===== src/verilog/sclkd_pkg.sv =====
// Purpose: shared constants and register layouts of the system clock source/divider
// Assumes: 32-bit apb data, 12-bit register offsets
// Notes:   field layouts travel as packed structs
`default_nettype none
package sclkd_pkg;

  // ----------------------------------------
  // register offsets
  // ----------------------------------------
  localparam logic [11:0] OFF_CFG      = 12'h060;
  localparam logic [11:0] OFF_CFG_EXT  = 12'h070;
  localparam logic [11:0] OFF_CONV_SEL = 12'h0f0;
  localparam logic [11:0] OFF_STATUS   = 12'h0f4;
  localparam logic [11:0] OFF_GATE     = 12'h108;
  localparam logic [11:0] OFF_BAUD_SEL = 12'hfc8;

  // ----------------------------------------
  // reset values and writable masks
  // ----------------------------------------
  localparam logic [31:0] CFG_RESET     = 32'h0780_2810;
  localparam logic [31:0] CFG_EXT_RESET = 32'h0780_2810;
  localparam logic [31:0] CFG_WMASK     = 32'h07c0_2830;
  localparam logic [31:0] CFG_EXT_WMASK = 32'hdfc0_2870;
  localparam logic [7:0]  GATE_RESET    = 8'h00;
  localparam int          NUM_PERIPH    = 8;
  localparam int          NUM_SERIAL    = 3;

  // ----------------------------------------
  // source select codes
  // ----------------------------------------
  localparam logic [2:0] SRC_MAIN  = 3'h0;
  localparam logic [2:0] SRC_PREC  = 3'h1;
  localparam logic [2:0] SRC_PIO4  = 3'h2;
  localparam logic [2:0] SRC_LFOSC = 3'h3;
  localparam logic [2:0] SRC_HIB   = 3'h7;

  // oscillator pin indices
  localparam int OSC_MAIN  = 0;
  localparam int OSC_PREC  = 1;
  localparam int OSC_LF    = 2;
  localparam int OSC_HIB   = 3;
  localparam int OSC_PLL   = 4;
  localparam int NUM_OSC   = 5;

  // ----------------------------------------
  // frequencies and derived divisions
  // ----------------------------------------
  localparam int PLL_OSC_MHZ   = 400;
  localparam int CONV_MHZ      = 16;
  localparam int CONV_DIV      = PLL_OSC_MHZ / CONV_MHZ;
  localparam logic [4:0] CONV_DIV_LAST = 5'(CONV_DIV - 1);
  localparam logic [1:0] PIO4_LAST     = 2'h3;

  // ----------------------------------------
  // register layouts
  // ----------------------------------------
  typedef struct packed {
    logic [4:0] rsv_hi;
    logic [3:0] sys_divider;
    logic       divider_use;
    logic [7:0] rsv_mid;
    logic       pll_pd;
    logic       rsv_a;
    logic       bypass;
    logic [4:0] rsv_b;
    logic [1:0] source_select;
    logic [3:0] rsv_lo;
  } sclkd_cfg_t;

  typedef struct packed {
    logic       use_ext;
    logic       fine_divide_enable;
    logic       rsv_hi;
    logic [5:0] ext_sys_divider;
    logic       ext_divider_low_bit;
    logic [7:0] rsv_mid;
    logic       pll_pd;
    logic       rsv_a;
    logic       ext_pll_skip;
    logic [3:0] rsv_b;
    logic [2:0] ext_source_select;
    logic [3:0] rsv_lo;
  } sclkd_cfg_ext_t;

endpackage
`default_nettype wire


===== src/verilog/sclkd_top.sv =====
// Purpose: system clock source select and divider with apb registers
// Assumes: oscillators arrive as sampled pin levels, slower than pclk/4
// Notes:   clocks are produced as one-cycle ticks on pclk, not as real clocks
//
// Notes on behaviour
// - reset starts on precision internal oscillator.
// - source 1: precision osc to pll or bypass.
// - source 2: precision osc quarter, bypass only.
// - source 0: main osc to pll or bypass.
// - source 3: low osc, bypass only.
// - ext source 7: hibernation osc, bypass only.
// - extended register fields override basic fields.
// - converter clock: precision osc, system clock, pll/25.
// - per-peripheral gate on system clock.
// - baud clock select at 0xfc8, default system clock.
// - divisor is basic divider plus one.
// - pll output halved before the divider.
// - extended divider six bits, up to 64.
// - fine enable appends low bit to divider.
// - fine enable clear ignores low bit.
// - fine divide only when pll used.
// - no divider_use, no pll: undivided source.
// - fine enable skips the pll halving.
//
// The APB interface to the registers and the placing of the registers were left to the implementer.
`timescale 1ns/1ps
`default_nettype none

module sclkd_top (
  input  wire logic                            pclk,
  input  wire logic                            presetn,
  input  wire logic                            clk_en,
  input  wire logic                            psel,
  input  wire logic                            penable,
  input  wire logic                            pwrite,
  input  wire logic [11:0]                     paddr,
  input  wire logic [31:0]                     pwdata,
  output logic      [31:0]                     prdata,
  output logic                                 pready,
  output logic                                 pslverr,
  input  wire logic [sclkd_pkg::NUM_OSC-1:0]   osc_pins,
  output logic                                 system_clock_out,
  output logic                                 conv_clk_tick,
  output logic      [sclkd_pkg::NUM_PERIPH-1:0] periph_clk_tick,
  output logic      [sclkd_pkg::NUM_SERIAL-1:0] baud_clk_tick,
  output logic                                 pll_enable,
  output logic                                 pll_ref_main
);

  // ----------------------------------------
  // helpers
  // ----------------------------------------
  function automatic logic pll_ref_ok(input logic [2:0] src);
    pll_ref_ok = (src == sclkd_pkg::SRC_MAIN) || (src == sclkd_pkg::SRC_PREC);
  endfunction

  // ----------------------------------------
  // oscillator pin synchronisers
  // ----------------------------------------
  logic [sclkd_pkg::NUM_OSC-1:0] s1_reg, s2_reg, s3_reg, lvl_reg, edge_reg;
  logic [sclkd_pkg::NUM_OSC-1:0] lvl_next, edge_next;

  genvar gi;
  generate
    for (gi = 0; gi < sclkd_pkg::NUM_OSC; gi++) begin : g_sync
      always_comb begin
        lvl_next[gi]  = (s2_reg[gi] == s3_reg[gi]) ? s3_reg[gi] : lvl_reg[gi];
        edge_next[gi] = lvl_next[gi] & ~lvl_reg[gi];
      end
    end
  endgenerate

  always_ff @(posedge pclk or negedge presetn) begin
    if (!presetn) begin
      s1_reg   <= '0;
      s2_reg   <= '0;
      s3_reg   <= '0;
      lvl_reg  <= '0;
      edge_reg <= '0;
    end else if (clk_en) begin
      s1_reg   <= osc_pins;
      s2_reg   <= s1_reg;
      s3_reg   <= s2_reg;
      lvl_reg  <= lvl_next;
      edge_reg <= edge_next;
    end
  end

  // ----------------------------------------
  // registers
  // ----------------------------------------
  sclkd_pkg::sclkd_cfg_t     cfg_reg, cfg_next;
  sclkd_pkg::sclkd_cfg_ext_t ext_reg, ext_next;
  logic [sclkd_pkg::NUM_PERIPH-1:0] gate_reg, gate_next;
  logic [sclkd_pkg::NUM_SERIAL-1:0] baud_sel_reg, baud_sel_next;
  logic [1:0]  conv_sel_reg, conv_sel_next;
  logic [31:0] prdata_next;
  logic        pready_next, pslverr_next, wr_seen_reg, wr_seen_next;
  logic        hit, setup, access;
  logic [31:0] rd_word, status_word;

  // effective selection
  logic [2:0] sel_src;
  logic       sel_bypass, sel_pll_pd, fine_active, halve;
  logic [6:0] div_val;

  always_comb begin
    if (ext_reg.use_ext) begin
      sel_src    = ext_reg.ext_source_select;
      sel_bypass = ext_reg.ext_pll_skip;
      sel_pll_pd = ext_reg.pll_pd;
    end else begin
      sel_src    = {1'b0, cfg_reg.source_select};
      sel_bypass = cfg_reg.bypass;
      sel_pll_pd = cfg_reg.pll_pd;
    end
    fine_active = ext_reg.use_ext && ext_reg.fine_divide_enable && !ext_reg.ext_pll_skip;
    halve       = !fine_active;
    if (sel_bypass && !cfg_reg.divider_use) begin
      div_val = 7'h00;
    end else if (!ext_reg.use_ext) begin
      div_val = {3'h0, cfg_reg.sys_divider};
    end else if (fine_active) begin
      div_val = {ext_reg.ext_sys_divider, ext_reg.ext_divider_low_bit};
    end else begin
      div_val = {1'b0, ext_reg.ext_sys_divider};
    end
  end

  always_comb begin
    status_word = '0;
    status_word[2:0]  = sel_src;
    status_word[3]    = sel_bypass;
    status_word[4]    = pll_enable;
    status_word[14:8] = div_val;
  end

  assign setup  = psel && !penable;
  assign access = psel && penable && pready;

  always_comb begin
    hit     = 1'b1;
    rd_word = '0;
    case (paddr)
      sclkd_pkg::OFF_CFG:      rd_word = cfg_reg;
      sclkd_pkg::OFF_CFG_EXT:  rd_word = ext_reg;
      sclkd_pkg::OFF_CONV_SEL: rd_word = {30'h0, conv_sel_reg};
      sclkd_pkg::OFF_STATUS:   rd_word = status_word;
      sclkd_pkg::OFF_GATE:     rd_word = {24'h0, gate_reg};
      sclkd_pkg::OFF_BAUD_SEL: rd_word = {29'h0, baud_sel_reg};
      default:                 hit = 1'b0;
    endcase
  end

  always_comb begin
    cfg_next      = cfg_reg;
    ext_next      = ext_reg;
    gate_next     = gate_reg;
    baud_sel_next = baud_sel_reg;
    conv_sel_next = conv_sel_reg;
    wr_seen_next  = wr_seen_reg;
    prdata_next   = prdata;
    pslverr_next  = pslverr;
    pready_next   = 1'b0;
    if (setup) begin
      // no wait state: answer is prepared during setup, given in access
      pready_next  = 1'b1;
      pslverr_next = !hit;
      prdata_next  = pwrite ? 32'h0 : rd_word;
    end
    if (access && pwrite && hit) begin
      wr_seen_next = 1'b1;
      case (paddr)
        sclkd_pkg::OFF_CFG:      cfg_next = (pwdata & sclkd_pkg::CFG_WMASK) | (cfg_reg & ~sclkd_pkg::CFG_WMASK);
        sclkd_pkg::OFF_CFG_EXT:  ext_next = (pwdata & sclkd_pkg::CFG_EXT_WMASK) | (ext_reg & ~sclkd_pkg::CFG_EXT_WMASK);
        sclkd_pkg::OFF_CONV_SEL: conv_sel_next = pwdata[1:0];
        sclkd_pkg::OFF_GATE:     gate_next = pwdata[sclkd_pkg::NUM_PERIPH-1:0];
        sclkd_pkg::OFF_BAUD_SEL: baud_sel_next = pwdata[sclkd_pkg::NUM_SERIAL-1:0];
        default:                 wr_seen_next = wr_seen_reg;
      endcase
    end
  end

  always_ff @(posedge pclk or negedge presetn) begin
    if (!presetn) begin
      cfg_reg      <= sclkd_pkg::CFG_RESET;
      ext_reg      <= sclkd_pkg::CFG_EXT_RESET;
      gate_reg     <= sclkd_pkg::GATE_RESET;
      baud_sel_reg <= '0;
      conv_sel_reg <= '0;
      wr_seen_reg  <= 1'b0;
      prdata       <= '0;
      pready       <= 1'b0;
      pslverr      <= 1'b0;
    end else if (clk_en) begin
      cfg_reg      <= cfg_next;
      ext_reg      <= ext_next;
      gate_reg     <= gate_next;
      baud_sel_reg <= baud_sel_next;
      conv_sel_reg <= conv_sel_next;
      wr_seen_reg  <= wr_seen_next;
      prdata       <= prdata_next;
      pready       <= pready_next;
      pslverr      <= pslverr_next;
    end
  end

  // ----------------------------------------
  // clock tree
  // ----------------------------------------
  logic [1:0] q4_cnt_reg, q4_cnt_next;
  logic       half_ph_reg, half_ph_next;
  logic [6:0] div_cnt_reg, div_cnt_next;
  logic [4:0] conv_cnt_reg, conv_cnt_next;
  logic       pio4_tick, pll_tick, src_tick, conv_pll_tick;
  logic       sys_next, conv_next, pll_en_next, ref_main_next;
  logic [sclkd_pkg::NUM_PERIPH-1:0] periph_next;
  logic [sclkd_pkg::NUM_SERIAL-1:0] baud_next;

  always_comb begin
    q4_cnt_next   = q4_cnt_reg;
    half_ph_next  = half_ph_reg;
    conv_cnt_next = conv_cnt_reg;
    div_cnt_next  = div_cnt_reg;
    if (edge_reg[sclkd_pkg::OSC_PREC]) begin
      q4_cnt_next = q4_cnt_reg + 2'h1;
    end
    pio4_tick = edge_reg[sclkd_pkg::OSC_PREC] && (q4_cnt_reg == sclkd_pkg::PIO4_LAST);
    // pll is unusable when its reference is not one it may take
    pll_en_next   = !sel_bypass && !sel_pll_pd && pll_ref_ok(sel_src);
    ref_main_next = (sel_src == sclkd_pkg::SRC_MAIN);
    if (edge_reg[sclkd_pkg::OSC_PLL]) begin
      half_ph_next  = !half_ph_reg;
      conv_cnt_next = (conv_cnt_reg == sclkd_pkg::CONV_DIV_LAST) ? 5'h00 : conv_cnt_reg + 5'h01;
    end
    pll_tick      = pll_enable && edge_reg[sclkd_pkg::OSC_PLL] && (!halve || half_ph_reg);
    conv_pll_tick = edge_reg[sclkd_pkg::OSC_PLL] && (conv_cnt_reg == sclkd_pkg::CONV_DIV_LAST);
    if (!sel_bypass) begin
      src_tick = pll_tick;
    end else begin
      case (sel_src)
        sclkd_pkg::SRC_MAIN:  src_tick = edge_reg[sclkd_pkg::OSC_MAIN];
        sclkd_pkg::SRC_PREC:  src_tick = edge_reg[sclkd_pkg::OSC_PREC];
        sclkd_pkg::SRC_PIO4:  src_tick = pio4_tick;
        sclkd_pkg::SRC_LFOSC: src_tick = edge_reg[sclkd_pkg::OSC_LF];
        sclkd_pkg::SRC_HIB:   src_tick = ext_reg.use_ext && edge_reg[sclkd_pkg::OSC_HIB];
        default:              src_tick = 1'b0;
      endcase
    end
    sys_next = 1'b0;
    if (src_tick) begin
      if (div_cnt_reg >= div_val) begin
        div_cnt_next = 7'h00;
        sys_next     = 1'b1;
      end else begin
        div_cnt_next = div_cnt_reg + 7'h01;
      end
    end
    case (conv_sel_reg)
      2'h0:    conv_next = edge_reg[sclkd_pkg::OSC_PREC];
      2'h1:    conv_next = pll_enable ? conv_pll_tick : sys_next;
      default: conv_next = 1'b0;
    endcase
    periph_next = gate_reg & {sclkd_pkg::NUM_PERIPH{sys_next}};
    for (int i = 0; i < sclkd_pkg::NUM_SERIAL; i++) begin
      baud_next[i] = baud_sel_reg[i] ? edge_reg[sclkd_pkg::OSC_PREC] : sys_next;
    end
  end

  always_ff @(posedge pclk or negedge presetn) begin
    if (!presetn) begin
      q4_cnt_reg       <= '0;
      half_ph_reg      <= 1'b0;
      div_cnt_reg      <= '0;
      conv_cnt_reg     <= '0;
      system_clock_out <= 1'b0;
      conv_clk_tick    <= 1'b0;
      periph_clk_tick  <= '0;
      baud_clk_tick    <= '0;
      pll_enable       <= 1'b0;
      pll_ref_main     <= 1'b0;
    end else if (clk_en) begin
      q4_cnt_reg       <= q4_cnt_next;
      half_ph_reg      <= half_ph_next;
      div_cnt_reg      <= div_cnt_next;
      conv_cnt_reg     <= conv_cnt_next;
      system_clock_out <= sys_next;
      conv_clk_tick    <= conv_next;
      periph_clk_tick  <= periph_next;
      baud_clk_tick    <= baud_next;
      pll_enable       <= pll_en_next;
      pll_ref_main     <= ref_main_next;
    end
  end
endmodule

`default_nettype wire


===== config.mk =====
export PLATFORM = sky130hd
export DESIGN_NAME = sclkd_top
export DESIGN_NICKNAME = d
export VERILOG_FILES = /design/src/verilog/sclkd_pkg.sv /design/src/verilog/sclkd_top.sv
export SDC_FILE = /design/constraint.sdc
export NUM_CORES = 1
export LEC_CHECK = 0
export ABC_CLOCK_PERIOD_IN_PS = 3370
export BUFFER_PORTS_ARGS = -buffer_cell sky130_fd_sc_hd__buf_4
export CAP_MARGIN = 20
export CORE_ASPECT_RATIO = 2
export CORE_MARGIN = 5
export CORE_UTILIZATION = 40
export DETAILED_ROUTE_END_ITERATION = 12
export PLACE_DENSITY_LB_ADDON = 0.05
export SYNTH_ARGS = -nofsm -noshare
export SYNTH_HDL_FRONTEND = slang
export SYNTH_SLANG_ARGS = --single-unit

===== constraint.sdc =====
create_clock -name pclk -period 3.37 [get_ports pclk]
set_input_delay 0.1685 -clock pclk [delete_from_list [all_inputs] [get_ports pclk]]
set_output_delay 0.1685 -clock pclk [all_outputs]
set_load 0.1 [all_outputs]

==> results of run 1 <==
final timing paths:
path                        startpoint             end  slack (ns)
min reg2reg                 prdata[31]      prdata[31]        0.48
min in group asynchronous      presetn          pready        0.31
min                         pwdata[31]     ext_reg[31]        0.01
max                        ext_reg[11]  div_cnt_reg[6]        0.21
max in group asynchronous      presetn      cfg_reg[4]        2.21
max reg2reg                ext_reg[11]  div_cnt_reg[6]        0.21
through the flow:
step / setup slack, ns / std cells / total power, mW / utilization / instance area, µm²
floorplan: 0.326 / 515 / 1.96 / - / 5640
global placement: 0.129 / 781 / 2.14 / 0.470 / 6530
detailed placement: 0.111 / 781 / 2.17 / 0.470 / 6530
CTS: 0.0567 / 829 / 4.10 / 0.526 / 7310
global route: 0.0351 / 830 / 4.23 / 0.527 / 7320
finish: 0.211 / 830 / 4.06 / 0.527 / 7320
cell type report:
| cell class | count | area, µm² | share of cell area |
|---|---|---|---|
| clock buffer | 23 | 468 | 0.0639 |
| clock inverter | 9 | 151 | 0.0207 |
| inverter | 16 | 60.1 | 0.00820 |
| multi-input combinational | 352 | 2460 | 0.336 |
| sequential | 118 | 2970 | 0.406 |
| tap | 189 | 236 | 0.0323 |
| timing repair buffer | 123 | 978 | 0.134 |
timing repair:
action / CTS / global route
gates resized for setup: 0 / 1
setup endpoints to repair: 0 / 2
hold buffers: 16 / 1
hold endpoints to repair: 57 / 1
layer usage:
layer | routed length (µm) | part of all wire | GRT usage
met5 | 0 | 0 | 0
met4 | 402 | 0.026 | 0.0729
met3 | 562 | 0.037 | 0.0407
met2 | 8480 | 0.56 | 0.352
met1 | 5790 | 0.38 | 0.210
synth_stat cells (all sizes together), types with 2 or more instances:
| cell type | count | area, µm² |
|---|---|---|
| dfrtp | 104 | 2600 |
| nand2 | 68 | 255 |
| o21ai | 48 | 240 |
| mux2 | 47 | 529 |
| nor2 | 18 | 67.6 |
| buf | 16 | 106 |
| inv | 15 | 56.3 |
| mux2i | 15 | 150 |
| a21oi | 14 | 70.1 |
| dfstp | 14 | 368 |
| clkbuf | 13 | 48.8 |
| nor3 | 13 | 81.3 |
| nand3 | 12 | 60.1 |
| ha | 11 | 138 |
| a22o | 8 | 70.1 |
| o2bb2ai | 8 | 70.1 |
| a32o | 7 | 70.1 |
| o31ai | 7 | 52.6 |
| a21o | 5 | 37.5 |
| nand4 | 5 | 31.3 |
| o21a | 5 | 37.5 |
| a31oi | 4 | 25.0 |
| o211ai | 4 | 30.0 |
| or3 | 4 | 30.0 |
| a22oi | 3 | 22.5 |
| a311o | 3 | 30.0 |
| and2 | 3 | 18.8 |
| and3 | 3 | 18.8 |
| nand2b | 3 | 18.8 |
| nand3b | 3 | 35.0 |
| o311ai | 3 | 26.3 |
| or2 | 3 | 18.8 |
| nand4b | 2 | 17.5 |
| nor2b | 2 | 12.5 |
| nor3b | 2 | 15.0 |
| nor4 | 2 | 18.8 |
| o22a | 2 | 17.5 |
| xnor2 | 2 | 17.5 |
where the power goes:
part / leakage, nW / switching, mW / internal (mW)
Sequential: 1.52 / 0.107 / 1.54
Clock: 0.301 / 0.624 / 1.27
Combinational: 1.54 / 0.298 / 0.216
critical path: stages, from the launching register on:
cell and delay (ns):
dfstp_2 0.57, inv_1 0.06, nand3_1 0.14, nand2_1 0.08, a311oi_2 0.37, buf_4 0.18, ha_1 0.21, nand2b_1 0.14
a31oi_1 0.22, o21ai_0 0.18, or2_2 0.35, or4_1 0.50, o21ai_0 0.08
cell families after synthesis:
logic type	Yosys count
simple gates	150
compound gates	127
flops	118
mux	62
buf+inv	45
fa+ha+maj	11
xor+xnor	2
==> impl_results.md, run 1 <==
- Status: complete, no violations
- Arrival time at the worst endpoint: 3.48 ns
- Sequential share of the synthesized area: 0.527
- Distinct cells, synth: 61
- Largest register FFs: 25
- CTS tree: yes
- Pwr Density: ~550 nW/µm²
- First-pass DRT Iterations: 4
- Warnings from Yosys: 0
- Worst Hold Class: input pin to flip-flop
- CTS root buf: clkbuf_16
- Io pins: between 100 and 150
- Via count: 4,452
- Final Max Tran Viols: 0
- Number of synthesized flops with an enable pin: 0
- Most frequent cells in the layout: 105 x buf_4, 104 x dfrtp_1, 68 x nand2_1
- Vias in the first global route: between 4,000 and 5,000
- Largest net degree at the start of global routing: 52
- Post-synth top flop: dfrtp_1
- CTS clock-pin slew for the worst setup and hold paths: approximately 0.05 ns
- Die height: approximately 180 µm
- Required time of the worst setup path: roughly 3.7 ns
- Final hold vios: 0
- Adder-Cell Fraction of Synth Area: 0.0244
- CP Launch Type: flip-flop
- Fillers: 1,290
- Final ANT Viol Nets: 0
- Share of async-settable or async-resettable flops after synthesis: 1.00
- Iter 0 DRT Violations: between 100 and 150
- PortBufs: 90
- Post-Synth Simple-Gate Area: 0.136
- Least-Margin Pin Slew: approximately 0.74 ns
- Normalized max-slew margin: 0.506
- Initial antenna violation count: 0
- Mux contribution to synthesized area: 0.121
- Net Count, Synth: between 500 and 600
- Post-CTS Setup Bufs: 0
- Tot GR Track Use: 0.191
- DR DRC count: 0
- Max-cap violations: 0
- Chip width: approximately 94 µm
- Initial Util: 0.406
- Share of layout cells above drive strength 1: 0.324
- Layout Nets: just under 700
- Gpl congestion: 0.863
- Worst-case clock skew: 0.0130 ns
- Post-layout min period: approximately 3.2 ns
- Max VDD drop: ~0.4 mV
- CTS sink cnt: 118
- Leakage power: approximately 3.4 nW
- Worst-path fanout max: 7
- Die area: between 15,000 and 20,000 µm²
- Core Footprint: 13,900 µm²
- Post-Synth XOR/XNOR Area: 0.00311
- Largest family of logic cells by synthesized area: compound AO/OA/AOI/OAI gates
- Detailed placement HPWL: 11,400 µm
- Post-synthesis cell count: about 520
- Routed len/inst: between 15 and 20 µm
- Hold depth: 2
- Worst-Skew Late Latency: ~0.41 ns
- Mapped Avg Cell Area: about 11 µm²
- Tcrit/Tclk final: 0.937
- H-tree lvl count: 4
- Num CTS Buffers: 17
- Setup Crit Path Kind: flip-flop to flip-flop
- Setup violators final: 0
- Post-route setup TNS: 0 ns
- #FFs+latches synth: between 100 and 150
- Hold Slack: between 0.01 and 0.015 ns
- Max Root-Sink Buffers: 2
- Cell Area, Synth: approximately 5600 µm²
- Setup crit end kind: flip-flop
- R2R cell count: 12
- Fmax achieved: 317 MHz
- Layout Area Growth over Synthesis: 29.9%
- Post-synthesis compound-gate area fraction: 0.151
- Std cell rows: about 60
- Vias per cell: approximately 5.4
- Detailed Route WL: between 15,000 and 20,000 µm
- Global-route wire length before repair: ~24,000 µm
- GRT overflow: 0
- # diodes: 0
- RSZ-0062 raised after global routing: false
- Most common cell after layout, fill and taps aside: buf_4
(Power assumes the default switching activity.)
==> run 2, diff against run 1 <==
Settings changed: HOLD_SLACK_MARGIN set to 0.06.
==> impl_results.md, run 2 (synthesis gave the netlist of run 1 again) <==
- Slowest Stage Delay on Critical Path: 0.57 ns (about the same)
- Initial Util: 0.406 (unchanged)
- Pint: 3.03 mW (+0.22%)
- Status: complete, no violations
- Reg2Reg Setup Slack: 0.21 ns (about the same)
- Die height: 178 µm (unchanged)
- Pwr Total: 4.06 mW (+0.20%)
- Setup Crit Path Kind: flip-flop to flip-flop
- Crit path from: ext_reg[11]
- Setup violators final: 0 (unchanged)
- First-pass DRT Iterations: 6 (+2)
- R2R cell count: 12 (unchanged)
- CTS sink cnt: 118 (unchanged)
- Hold Startpoint: penable
- Fillers: 1,289 (-0.078%)
- Via count: 4,488 (+0.81%)
- Post-route setup TNS: 0 ns (unchanged)
- GRT overflow: 0 (unchanged)
- Post-CTS Setup Bufs: 0 (unchanged)
- Global-route wire length before repair: 24,600 µm (+0.73%)
- Max-cap violations: 0 (unchanged)
- Iter 0 DRT Violations: 149 (unchanged)
- Final hold vios: 0 (unchanged)
- Worst-Skew Late Latency: 0.41 ns (about the same)
- Largest register FFs: 25 (unchanged)
- Max VDD drop: 0.404 mV (about the same)
- Vias in the first global route: 4,737 (+1.6%)
- Dpl cell area: 6530 µm² (unchanged)
- Least-Margin Pin Slew: 0.730 ns (-0.00695 ns)
- CTS tree: yes
- PortBufs: 90 (unchanged)
- Cell Chain, Critical Path: inv_1 > nand3_1 > nand2_1 > a311oi_2 > buf_4 > ha_1 > nand2b_1 > a31oi_1 > o21ai_0 > or2_2 > or4_1 > o21ai_0
- Normalized max-slew margin: 0.511 (+0.00414)
- Post-layout min period: 3.16 ns (+0.00388 ns)
- Routed len/inst: 18.2 µm (-0.87%)
- Final Max Tran Viols: 0 (unchanged)
- Worst r2r src: ext_reg[11]
- Leakage power: 3.39 nW (+1.1%)
- Die area: 16,700 µm² (unchanged)
- Hold depth: 4 (+2)
- Num CTS Buffers: 17 (unchanged)
- CP Launch Type: flip-flop
- Pwr Density: 548 nW/µm² (-1.0%)
- Tcrit/Tclk final: 0.939 (+0.00115)
- Chip width: 93.9 µm (unchanged)
- Worst-case hold path end point: pslverr
- Vias per cell: 5.35 (-0.27%)
- Hold Slack: 0.152 ns (+0.138 ns)
- Sw power: 1.03 mW (+0.15%)
- Initial antenna violation count: 0 (unchanged)
- Logic pwr share: 0.128 (about the same)
- Most common cell after layout, fill and taps aside: buf_4
- DR DRC count: 0 (unchanged)
- Setup crit end kind: flip-flop
- Final ANT Viol Nets: 0 (unchanged)
- RSZ-0062 raised after global routing: false
- Tot GR Track Use: 0.192 (+0.00113)
- CTS clock-pin slew for the worst setup and hold paths: 0.05 ns (about the same)
- Arrival time at the worst endpoint: 3.48 ns (about the same)
- # diodes: 0 (unchanged)
- Worst Hold Class: input pin to flip-flop
- Reg2reg end: div_cnt_reg[6]
- Gpl congestion: 0.863 (unchanged)
- Share of layout cells above drive strength 1: 0.320 (-0.00449)
- Io pins: 104 (unchanged)
- Crit-path most repeated cell: o21ai_0
- Layout Nets: 703 (+1.3%)
- Detailed placement HPWL: 11,400 µm (unchanged)
- Sequential share of power: 0.404 (about the same)
- Core Footprint: 13,900 µm² (unchanged)
- Detailed Route WL: 15,300 µm (+0.20%)
- Crit-path slowest cell: dfstp_2
- Clock power share: 0.467 (about the same)
- H-tree lvl count: 4 (unchanged)
- Layout Area Growth over Synthesis: 31.5%
- Largest net degree at the start of global routing: 52 (unchanged)
- Max Root-Sink Buffers: 2 (unchanged)
- Required time of the worst setup path: 3.69 ns (about the same)
- Worst-path fanout max: 7 (unchanged)
- Std cell rows: 61 (unchanged)
- Net Sw Frac: 0.253 (about the same)
- Most frequent cells in the layout: 105 x buf_4, 104 x dfrtp_1, 68 x nand2_1
- Design Area, Final: 7410 µm² (+1.2%)
- Fmax achieved: 316 MHz (-0.12%)
- Worst-case clock skew: 0.0131 ns (+0.0000971 ns)
- CTS root buf: clkbuf_16
## run 2: cell types whose count changed in the layout (fill, tap and decap cells not counted), sizes merged
cell	change
dlygate4sd3	+9
## run 2: worst max-delay path: cells and delay by family (launching register included)
| family | cells | cell delay, ns |
|---|---|---|
| buffers and inverters | 2 | 0.24 |
| DFF | 1 | 0.57 |
| AOI/OAI and AO/OA | 4 | 0.85 |
| adders and majority gates | 1 | 0.21 |
| and+or+nand+nor | 5 | 1.21 |
## run 2: cell type report
class,instances,area (µm²),area share
clock buffers,23,468,0.0631
inverters,16,60.1,0.00810
clock inverters,9,151,0.0204
repair buffers,132,1070,0.144
flip-flops and latches,118,2970,0.401
well taps,189,236,0.0319
multi-input cells,352,2460,0.332
## run 2: per-layer routing
layer	wire [µm]	GRT usage	vias up
met1	5800	0.212	2217
li1	-	-	2114
met2	8500	0.354	132
met3	596	0.0407	25
met4	362	0.0735	0
met5	0	0	-
## run 2: metrics by stage
stage	std cells	setup WS [ns]	utilization
2_1_floorplan	515	0.326	-
6_report	839	0.207	0.534
5_1_grt	839	0.0351	0.534
3_5_place_dp	781	0.111	0.470
4_1_cts	839	0.0567	0.533
3_3_place_gp	781	0.129	0.470
## run 2: repair_timing
action,CTS,global route
endpoints found under the hold margin,79,0
gates resized for setup,0,1
endpoints found under the setup margin,0,2
hold buffers,26,0
## run 2: worst max path at each step
stage / to / cells after the start
after floorplan: div_cnt_reg[6] / 11
after global placement: div_cnt_reg[6] / 12
after detailed placement: div_cnt_reg[6] / 12
after CTS: div_cnt_reg[6] / 12
after global routing: div_cnt_reg[6] / 11
final: div_cnt_reg[6] / 12
## run 2: power groups by stage
stage	Clock [mW]	Sequential (mW)	Combinational, mW
after floorplan	0	1.71	0.244
after global placement	0	1.66	0.486
after detailed placement	0	1.67	0.503
after CTS	1.93	1.64	0.530
after global routing	1.99	1.66	0.582
final	1.90	1.64	0.522
